[src/common/cmp_delay_regs.svh]
// Register offsets, field positions, reset values and timing counts of the comparator bank
`ifndef CMP_DELAY_REGS_SVH
`define CMP_DELAY_REGS_SVH
`define CLK_KHZ       40000
`define TICK_MS       8
`define TICK_CYCLES   (`TICK_MS * `CLK_KHZ)
`define TENTH_MS      100
`define TENTH_CYCLES  (`TENTH_MS * `CLK_KHZ)
`define VAL_W         16
`define N_SRC         16
`define DLY_W         19
`define DLY_MAX       19'h57e3f
`define UPPER_RST     16'h012c
`define LOWER_RST     16'h00c8
`define ASRC_RST      4'h4
`define A_PAGE        4'h0
`define D_PAGE        4'h1
`define STAT_ADDR     12'h200
`define A_CFG         5'h00
`define A_UPPER       5'h04
`define A_LOWER       5'h08
`define A_SET         5'h0c
`define A_RES         5'h10
`define A_TMR         5'h14
`define D_CFG         4'h0
`define D_SET         4'h4
`define D_RES         4'h8
`define D_TMR         4'hc
`define CFG_MODE_BIT  0
`define CFG_SRC_LSB   4
`endif

[src/common/cmp_delay_pkg.sv]
// Types shared by the comparator bank and its delay timers
`include "cmp_delay_regs.svh"
package cmp_delay_pkg;
	typedef enum logic {MODE_HYST = 1'b0, MODE_WIN = 1'b1} cmp_mode_type;
	typedef enum logic [2:0] {
		SEL_NONE, SEL_CFG, SEL_UPPER, SEL_LOWER, SEL_SET, SEL_RES, SEL_TMR, SEL_STAT
	} reg_sel_type;
	typedef struct packed {
		logic [2:0]  chan;
		reg_sel_type sel;
	} decode_type;
	typedef struct packed {
		logic                          pready;
		logic                          pslverr;
		logic [31:0]                   prdata;
		logic [31:0]                   tick_cnt;
		logic [31:0]                   tenth_cnt;
		logic                          tick;
		logic                          upd;
		logic                          tenth;
		logic [3:0]                    mode;
		logic [3:0][3:0]               asrc;
		logic [3:0][`VAL_W-1:0]        upper;
		logic [3:0][`VAL_W-1:0]        lower;
		logic [3:0][3:0]               dsrc;
		logic [7:0][`DLY_W-1:0]        set_dly;
		logic [7:0][`DLY_W-1:0]        res_dly;
		logic [3:0]                    hyst;
		logic [7:0]                    raw;
		logic [3:0]                    a_out;
		logic [3:0]                    a_inv;
		logic [3:0]                    d_out;
	} main_state_type;
	typedef struct packed {
		logic              out;
		logic [`DLY_W-1:0] timer;
	} dly_state_type;
endpackage

[src/common/delay_link_if.sv]
// Link between the comparator bank and one output delay timer
`timescale 1ns/1ps
`include "cmp_delay_regs.svh"
interface delay_link_if;
	logic              upd;
	logic              tenth;
	logic              raw;
	logic              out;
	logic [`DLY_W-1:0] set_dly;
	logic [`DLY_W-1:0] res_dly;
	logic [`DLY_W-1:0] timer;
	modport ctrl (output upd, tenth, raw, set_dly, res_dly, input out, timer);
	modport unit (input upd, tenth, raw, set_dly, res_dly, output out, timer);
endinterface

[src/core/cmp_bank.sv]
// Four analogue and four digital comparators with delayed outputs and APB registers
`timescale 1ns/1ps
`include "cmp_delay_regs.svh"
module cmp_bank #(
	parameter int TICK_CYCLES  = `TICK_CYCLES,
	parameter int TENTH_CYCLES = `TENTH_CYCLES
) (
	input  wire logic                         pclk,
	input  wire logic                         presetn,
	input  wire logic [11:0]                  paddr,
	input  wire logic                         psel,
	input  wire logic                         penable,
	input  wire logic                         pwrite,
	input  wire logic [31:0]                  pwdata,
	output logic [31:0]                       prdata,
	output logic                              pready,
	output logic                              pslverr,
	input  wire logic [`N_SRC-1:0][`VAL_W-1:0] meas_value,
	input  wire logic [`N_SRC-1:0]            status_in,
	output logic [3:0]                        analog_cmp_out,
	output logic [3:0]                        analog_cmp_out_inv,
	output logic [3:0]                        digital_cmp_out
);
	// Thresholds at their defaults, hysteresis mode, zero delays
	// Inverted outputs start high so they complement the low outputs even in reset
	localparam cmp_delay_pkg::main_state_type RST_STATE = '{
		upper:   {4{`UPPER_RST}},
		lower:   {4{`LOWER_RST}},
		asrc:    {4{`ASRC_RST}},
		a_inv:   4'hf,
		default: '0
	};

	cmp_delay_pkg::main_state_type state_ff;
	cmp_delay_pkg::main_state_type nxt_state;
	cmp_delay_pkg::decode_type     dec;
	logic                          setup;
	logic                          wr_access;
	logic [1:0]                    ci;
	logic [3:0][`VAL_W-1:0]        val_w;
	logic [3:0]                    band_w;
	logic [3:0]                    dsel_w;
	logic [7:0]                    out_w;
	logic [7:0][`DLY_W-1:0]        tmr_w;

	function automatic logic above(input logic [`VAL_W-1:0] a, input logic [`VAL_W-1:0] b);
		return $signed(a) > $signed(b);
	endfunction

	function automatic logic in_band(
		input logic [`VAL_W-1:0] v,
		input logic [`VAL_W-1:0] lo,
		input logic [`VAL_W-1:0] hi
	);
		return !above(lo, v) && !above(v, hi);
	endfunction

	// Values beyond the longest delay are clamped instead of wrapping
	function automatic logic [`DLY_W-1:0] clamp_dly(input logic [31:0] w);
		logic [`DLY_W-1:0] r;
		r = `DLY_MAX;
		if (w < {13'h0, `DLY_MAX}) begin
			r = w[`DLY_W-1:0];
		end
		return r;
	endfunction

	function automatic cmp_delay_pkg::decode_type decode(input logic [11:0] a);
		cmp_delay_pkg::decode_type d;
		d.chan = '0;
		d.sel = cmp_delay_pkg::SEL_NONE;
		if (a[11:8] == `A_PAGE && !a[7]) begin
			d.chan = {1'b0, a[6:5]};
			case (a[4:0])
				`A_CFG:   d.sel = cmp_delay_pkg::SEL_CFG;
				`A_UPPER: d.sel = cmp_delay_pkg::SEL_UPPER;
				`A_LOWER: d.sel = cmp_delay_pkg::SEL_LOWER;
				`A_SET:   d.sel = cmp_delay_pkg::SEL_SET;
				`A_RES:   d.sel = cmp_delay_pkg::SEL_RES;
				`A_TMR:   d.sel = cmp_delay_pkg::SEL_TMR;
				default:  d.sel = cmp_delay_pkg::SEL_NONE;
			endcase
		end else if (a[11:8] == `D_PAGE && a[7:6] == 2'h0) begin
			d.chan = {1'b1, a[5:4]};
			case (a[3:0])
				`D_CFG:  d.sel = cmp_delay_pkg::SEL_CFG;
				`D_SET:  d.sel = cmp_delay_pkg::SEL_SET;
				`D_RES:  d.sel = cmp_delay_pkg::SEL_RES;
				`D_TMR:  d.sel = cmp_delay_pkg::SEL_TMR;
				default: d.sel = cmp_delay_pkg::SEL_NONE;
			endcase
		end else if (a == `STAT_ADDR) begin
			d.sel = cmp_delay_pkg::SEL_STAT;
		end
		return d;
	endfunction

	assign dec = decode(paddr);
	assign ci = dec.chan[1:0];
	assign setup = psel && !penable;
	assign wr_access = psel && penable && state_ff.pready && pwrite;

	for (genvar g = 0; g < 4; g++) begin : g_sel
		assign val_w[g] = meas_value[state_ff.asrc[g]];
		assign band_w[g] = in_band(val_w[g], state_ff.lower[g], state_ff.upper[g]);
		assign dsel_w[g] = status_in[state_ff.dsrc[g]];
	end

	always_comb begin
		nxt_state = state_ff;

		// Zero wait state slave: answer registered during setup
		nxt_state.pready = setup;
		nxt_state.pslverr = setup && dec.sel == cmp_delay_pkg::SEL_NONE;
		if (setup) begin
			nxt_state.prdata = '0;
			if (!pwrite) begin
				case (dec.sel)
					cmp_delay_pkg::SEL_CFG: begin
						if (dec.chan[2]) begin
							nxt_state.prdata[`CFG_SRC_LSB +: 4] = state_ff.dsrc[ci];
						end else begin
							nxt_state.prdata[`CFG_SRC_LSB +: 4] = state_ff.asrc[ci];
							nxt_state.prdata[`CFG_MODE_BIT] = state_ff.mode[ci];
						end
					end
					cmp_delay_pkg::SEL_UPPER: begin
						nxt_state.prdata[`VAL_W-1:0] = state_ff.upper[ci];
					end
					cmp_delay_pkg::SEL_LOWER: begin
						nxt_state.prdata[`VAL_W-1:0] = state_ff.lower[ci];
					end
					cmp_delay_pkg::SEL_SET: begin
						nxt_state.prdata[`DLY_W-1:0] = state_ff.set_dly[dec.chan];
					end
					cmp_delay_pkg::SEL_RES: begin
						nxt_state.prdata[`DLY_W-1:0] = state_ff.res_dly[dec.chan];
					end
					cmp_delay_pkg::SEL_TMR: begin
						nxt_state.prdata[`DLY_W-1:0] = tmr_w[dec.chan];
					end
					cmp_delay_pkg::SEL_STAT: begin
						nxt_state.prdata[11:0] = {state_ff.d_out, state_ff.a_inv, state_ff.a_out};
					end
					default: begin
						nxt_state.prdata = '0;
					end
				endcase
			end
		end

		// Timer and status registers ignore writes
		if (wr_access) begin
			case (dec.sel)
				cmp_delay_pkg::SEL_CFG: begin
					if (dec.chan[2]) begin
						nxt_state.dsrc[ci] = pwdata[`CFG_SRC_LSB +: 4];
					end else begin
						nxt_state.asrc[ci] = pwdata[`CFG_SRC_LSB +: 4];
						nxt_state.mode[ci] = pwdata[`CFG_MODE_BIT];
					end
				end
				cmp_delay_pkg::SEL_UPPER: begin
					nxt_state.upper[ci] = pwdata[`VAL_W-1:0];
				end
				cmp_delay_pkg::SEL_LOWER: begin
					nxt_state.lower[ci] = pwdata[`VAL_W-1:0];
				end
				cmp_delay_pkg::SEL_SET: begin
					nxt_state.set_dly[dec.chan] = clamp_dly(pwdata);
				end
				cmp_delay_pkg::SEL_RES: begin
					nxt_state.res_dly[dec.chan] = clamp_dly(pwdata);
				end
				default: begin
					nxt_state.mode = state_ff.mode;
				end
			endcase
		end

		// Update tick and tenth-second time base
		nxt_state.tick = 1'b0;
		nxt_state.tick_cnt = state_ff.tick_cnt + 32'h1;
		if (state_ff.tick_cnt == 32'(TICK_CYCLES - 1)) begin
			nxt_state.tick_cnt = '0;
			nxt_state.tick = 1'b1;
		end
		nxt_state.tenth = 1'b0;
		nxt_state.tenth_cnt = state_ff.tenth_cnt + 32'h1;
		if (state_ff.tenth_cnt == 32'(TENTH_CYCLES - 1)) begin
			nxt_state.tenth_cnt = '0;
			nxt_state.tenth = 1'b1;
		end
		// Timers act a cycle after the comparison so they see settled results
		nxt_state.upd = state_ff.tick;

		if (state_ff.tick) begin
			for (int i = 0; i < 4; i++) begin
				if (above(val_w[i], state_ff.upper[i])) begin
					nxt_state.hyst[i] = 1'b1;
				end else if (above(state_ff.lower[i], val_w[i]) &&
					!above(state_ff.lower[i], state_ff.upper[i])) begin
					nxt_state.hyst[i] = 1'b0;
				end
				if (state_ff.mode[i] == cmp_delay_pkg::MODE_WIN) begin
					nxt_state.raw[i] = band_w[i];
				end else begin
					nxt_state.raw[i] = nxt_state.hyst[i];
				end
				nxt_state.raw[4 + i] = dsel_w[i];
			end
		end

		nxt_state.a_out = out_w[3:0];
		nxt_state.a_inv = ~out_w[3:0];
		nxt_state.d_out = out_w[7:4];
	end

	always_ff @(posedge pclk or negedge presetn) begin
		if (!presetn) begin
			state_ff <= RST_STATE;
		end else begin
			state_ff <= nxt_state;
		end
	end

	// Eight delay timers: analogue channels 0-3, digital channels 4-7
	delay_link_if dif[8] ();
	for (genvar g = 0; g < 8; g++) begin : g_dly
		assign dif[g].upd = state_ff.upd;
		assign dif[g].tenth = state_ff.tenth;
		assign dif[g].raw = state_ff.raw[g];
		assign dif[g].set_dly = state_ff.set_dly[g];
		assign dif[g].res_dly = state_ff.res_dly[g];
		assign out_w[g] = dif[g].out;
		assign tmr_w[g] = dif[g].timer;
		cmp_delay_timer u_dly (
			.pclk    (pclk),
			.presetn (presetn),
			.lnk     (dif[g])
		);
	end

	assign prdata = state_ff.prdata;
	assign pready = state_ff.pready;
	assign pslverr = state_ff.pslverr;
	assign analog_cmp_out = state_ff.a_out;
	assign analog_cmp_out_inv = state_ff.a_inv;
	assign digital_cmp_out = state_ff.d_out;

	// Cycles since the previous tick, for checking the tick period
	logic [31:0] gap_cnt;
	logic        gap_seen;
	always_ff @(posedge pclk or negedge presetn) begin
		if (!presetn) begin
			gap_cnt <= '0;
			gap_seen <= 1'b0;
		end else if (state_ff.tick) begin
			gap_cnt <= '0;
			gap_seen <= 1'b1;
		end else begin
			gap_cnt <= gap_cnt + 32'h1;
		end
	end

	for (genvar g = 0; g < 4; g++) begin : g_chk

	end
endmodule

[src/core/cmp_delay_timer.sv]
// Set and reset delay of one comparator output, with elapsed timer
`timescale 1ns/1ps
`include "cmp_delay_regs.svh"
module cmp_delay_timer (
	input wire logic pclk,
	input wire logic presetn,
	delay_link_if.unit lnk
);
	cmp_delay_pkg::dly_state_type state_ff;
	cmp_delay_pkg::dly_state_type nxt_state;
	logic                         pend;
	logic [`DLY_W-1:0]            target;

	assign pend = lnk.raw != state_ff.out;
	assign target = lnk.raw ? lnk.set_dly : lnk.res_dly;

	always_comb begin
		nxt_state = state_ff;
		// Saturates so a stuck comparison cannot wrap the timer
		if (lnk.tenth && pend && state_ff.timer != `DLY_MAX) begin
			nxt_state.timer = state_ff.timer + 19'h1;
		end
		if (lnk.upd) begin
			if (!pend) begin
				nxt_state.timer = '0;
			end else if (state_ff.timer >= target) begin
				nxt_state.out = lnk.raw;
				nxt_state.timer = '0;
			end
		end
	end

	always_ff @(posedge pclk or negedge presetn) begin
		if (!presetn) begin
			state_ff <= '0;
		end else begin
			state_ff <= nxt_state;
		end
	end

	assign lnk.out = state_ff.out;
	assign lnk.timer = state_ff.timer;
endmodule

[config.mk]
export PLATFORM = sky130hd
export DESIGN_NAME = cmp_bank
export DESIGN_NICKNAME = d
export VERILOG_FILES = /design/src/common/cmp_delay_pkg.sv /design/src/common/delay_link_if.sv /design/src/core/cmp_bank.sv /design/src/core/cmp_delay_timer.sv
export VERILOG_INCLUDE_DIRS = /design/src /design/src/common
export SDC_FILE = /design/constraint.sdc
export NUM_CORES = 2
export LEC_CHECK = 0
export ABC_AREA = 1
export ABC_CLOCK_PERIOD_IN_PS = 9600
export BUFFER_PORTS_ARGS = -buffer_cell sky130_fd_sc_hd__buf_4
export CORE_ASPECT_RATIO = 2
export CORE_UTILIZATION = 35
export DETAILED_ROUTE_END_ITERATION = 10
export SLEW_MARGIN = 20
export SYNTH_ARGS = -nofsm -noshare
export SYNTH_HDL_FRONTEND = slang
export SYNTH_SLANG_ARGS = --single-unit
[constraint.sdc]
create_clock -name pclk -period 9.6 [get_ports pclk]
set_clock_uncertainty 0.1 [all_clocks]
set_input_delay 0.96 -clock pclk [delete_from_list [all_inputs] [get_ports pclk]]
set_output_delay 0.96 -clock pclk [all_outputs]
set_load 0.005 [all_outputs]
==> results.tsv <==
stage	metric	value	unit
sta	Worst-Margin Slew	1.345	ns
worst_setup_path	largest delay contributor family on the critical path	buffers and inverters	
routing	Detailed Route WL	316100	um
power	Max rail drop VDD	0.1174	mV
outcome	status	complete, no violations	
synthesis	Post-Syn Area per Cell	6.601	um2
synthesis	Gate Count Post-Synth	8914	
placed_design	port bufs	353	
placed_design	Place WS	4.491	ns
synthesis	Mapped Area	58840	um2
sta	Max Fclk	185.1	MHz
worst_setup_path	Crit path top cell by count	nand2_1	
die	Die Span X	291.9	um
die	core area	166800	um2
die	Initial Util	35.26	%
synthesis	synth unique cells	50	
clock_tree	Sink Count	740	
sta	# setup viols final	0	
global_routing	met1 GRT Util	34.49	%
synthesis	asr flop ratio synth	100.0	%
synthesis	count leader, synth	nand2_1	
sta	final hold violations	0	
worst_setup_path	critical-path cell list	clkinv_2, buf_4, o21ai_0, o21ai_0, o221ai_1, nand2_1, inv_1, ha_1, nand2_1, inv_1, nor2_1, o21a_1, nand2_1, nand2_1, nand2_1, nand2_1, nand3_1, inv_1, nand2_1, nand2_1, nand3_1, nand2_1, nand2_1	
synthesis	number of enable flip-flop cells after synthesis	0	
routing	routed vias	65190	
worst_setup_path	critical path capture point type	flip-flop	
clock_tree	Post-CTS Setup Repair Bufs	0	
sta	Max Slew Vio Count	0	
global_routing	largest net degree at the start of global routing	202	
synthesis	yosys warns	0	
routing	DRT Pass-1 Iters	11	
routing	WL/cell	28.33	um
placed_design	Placed Area	62750	um2
power	switching part of the total power	27.03	%
synthesis	flops & latches, synth	740	
worst_setup_path	R2R Path End	dif[3].raw	
worst_setup_path	CP required	10.10	ns
worst_setup_path	Buf/Inv on CP	5	
final_layout	Finished Cell Area	65630	um2
die	io pins	367	
sta	fin crit share	56.29	%
global_routing	first-pass GRT wire length	449600	um
global_routing	met2 Track Usage GR	61.05	%
worst_setup_path	Worst R2R Path Depth	23	
sta	setup TNS	0	ns
sta	RSZ-0062 raised after global routing	false	
clock_tree	CTS tree	built	
power	P per Cell Area	108.2	nW/um2
synthesis	top cells by area, synth	dfrtp_1 30%, nand2_1 16%, o21ai_0 12%	
sta	Rel. slew slack	9.385	%
power	Comb power frac	8.6	%
worst_setup_path	Startpoint Class	flip-flop	
power	net load switching power	0.001920	W
power	P_leak	31.13	nW
worst_setup_path	FF-to-FF Start	state_ff[484]	
synthesis	most common flop cell mapped by yosys	dfrtp_1	
final_layout	layout cells sized above 1	7.723	%
worst_setup_path	crit-path max cell delay	0.96	ns
flow_run	Max Cap Viol	0	
routing	drt first-iter violations	6495	
power	Total Power	0.007102	W
power	Reg power frac	44.0	%
clock_tree	latest clock arrival within the worst-skew pair	0.72	ns
synthesis	top post-synthesis cells by count	2446 x nand2_1, 1445 x o21ai_0, 909 x inv_1	
clock_tree	CTS max path bufs	3	
synthesis	area leader, netlist	dfrtp_1	
worst_setup_path	worst-path fanout max	73	
clock_tree	CTS resizes	0	
global_routing	M3 GR Usage	9.014	%
clock_tree	Worst-path clk slew	0.07	ns
global_routing	Total GRT Usage	36.77	%
clock_tree	CTS root buf	clkbuf_16	
synthesis	top-area cell type share of the netlist area	29.94	%
worst_setup_path	Setup CP Type	flip-flop to flip-flop	
synthesis	register area share after synthesis	31.55	%
routing	Final ANT Viol Nets	0	
routing	Vias/cell	5.842	
sta	final worst setup slack	4.196	ns
die	Die Y	581.8	um
global_routing	initial antenna violation count	38	
placed_design	Final GP Congestion	1.099	
routing	# DRC	0	
final_layout	NumNets Final	9599	
sta	min Tclk post-route	5.404	ns
die	Die ar.	169900	um2
worst_setup_path	Slowest cell on crit path	o221ai_1	
final_layout	Final Util	39.33	%
worst_setup_path	flop2flop setup slack	4.20	ns
global_routing	vias in the first global route	63090	
worst_hold_path	Hold Crit Class	input port to asynchronous set/reset pin	
placed_design	post-DP HPWL	239400	um
power	clock power share	47.4	%
clock_tree	htree depth	3	
clock_tree	Hold-fix buffers, CTS	0	
power	Pint	0.005182	W
clock_tree	CTS buffer count	75	
worst_setup_path	WP data arrival	5.91	ns
global_routing	Most Used Layer, Global Route	met2	
die	row count	212	
final_layout	Layout area overhead	11.54	%
global_routing	total gr overflow	0	
==> placed cells by master (no fill, tap or decap), drive strengths merged, types with 9 or more instances in the layout <==
cell	count
nand2	2451
o21ai	1543
inv	923
dfrtp	704
nor2	668
a21oi	494
buf	466
nand3	383
ha	354
xor2	153
nor3	138
nand4	123
o221ai	111
clkbuf	98
o211ai	63
nor4	52
mux2i	40
dfstp	36
diode	32
nand3b	31
xnor2	26
clkinv	25
o21bai	14
conb	13
bufinv	11
o21a	10
a31oi	10
o211a	9
==> area by class of cell <==
| cell class | instances | area [um2] |
|---|---|---|
| diodes | 32 | 80.08 |
| clock buffers | 98 | 2103 |
| clock inverters | 41 | 628.1 |
| fillers | 17890 | 101200 |
| inverters | 921 | 3461 |
| multi-input cells | 6720 | 34500 |
| flip-flops and latches | 740 | 18590 |
| well taps | 2140 | 2678 |
| repair buffers | 466 | 3588 |
==> worst max path at each step <==
stage	from	end	slack, ns	cells after the start
finish	state_ff[484]	dif[3].raw	4.20	23
floorplan	state_ff[480]	dif[2].raw	6.56	19
CTS	state_ff[484]	dif[3].raw	4.53	21
global route	state_ff[484]	dif[3].raw	3.86	21
detailed placement	paddr[11]	prdata[8]	4.49	19
global placement	state_ff[484]	dif[3].raw	4.40	22
==> power by group through the flow <==
stage / registers [W] / logic, W / clock network [W]
6_report: 0.00312 / 0.000613 / 0.00337
4_1_cts: 0.00312 / 0.000588 / 0.00342
3_3_place_gp: 0.00318 / 0.000582 / 0
3_5_place_dp: 0.00318 / 0.000586 / 0
2_1_floorplan: 0.00318 / 0.000219 / 0
5_1_grt: 0.00312 / 0.000654 / 0.00353
==> flip-flops by register name (all words and copies together), names as in the netlist, 8 cells and up <==
signal and flops:
dif.raw 8, dif.res_dly 152, dif.set_dly 152, g_dly.u_dly.lnk.out 8
g_dly.u_dly.lnk.timer 152, prdata 19, state_ff 232
==> metal layers <==
metal / share of wire [%] / vias up
met4: 14 / 12
met3: 7.9 / 1493
met5: 0.025 / -
li1: - / 29480
met1: 31 / 30590
met2: 47 / 3618
==> worst register-to-register path: stages (launching register included) <==
cell,delay [ns]
dfrtp_4,0.95
clkinv_2,0.73
buf_4,0.52
o21ai_0,0.22
o21ai_0,0.09
o221ai_1,0.96
nand2_1,0.30
inv_1,0.14
ha_1,0.24
nand2_1,0.07
inv_1,0.04
nor2_1,0.09
o21a_1,0.13
nand2_1,0.06
nand2_1,0.08
nand2_1,0.06
nand2_1,0.05
nand3_1,0.09
inv_1,0.07
nand2_1,0.05
nand2_1,0.07
nand3_1,0.07
nand2_1,0.07
nand2_1,0.04
==> stage by stage <==
| stage | hold WS, ns | cells |
|---|---|---|
| global placement | 0.3023 | 10980 |
| detailed placement | 0.3081 | 10980 |
| CTS | 0.2649 | 11120 |
| finish | 0.2252 | 11160 |
| floorplan | 0.2519 | 8926 |
| global route | 0.3070 | 11140 |
==> logic make-up after synthesis <==
family | Yosys count | share of synthesized area [%]
xor gates and xnor gates | 179 | 2.665
AOI/OAI and AO/OA | 2278 | 20.66
and+or+nand+nor | 3856 | 26.87
muxes | 40 | 0.6805
DFF | 740 | 31.55
adders and majority gates | 354 | 7.528
buffers and inverters | 1466 | 10.04
other | 1 | 0.006373
No activity file was read; power rests on OpenSTA's default activity.
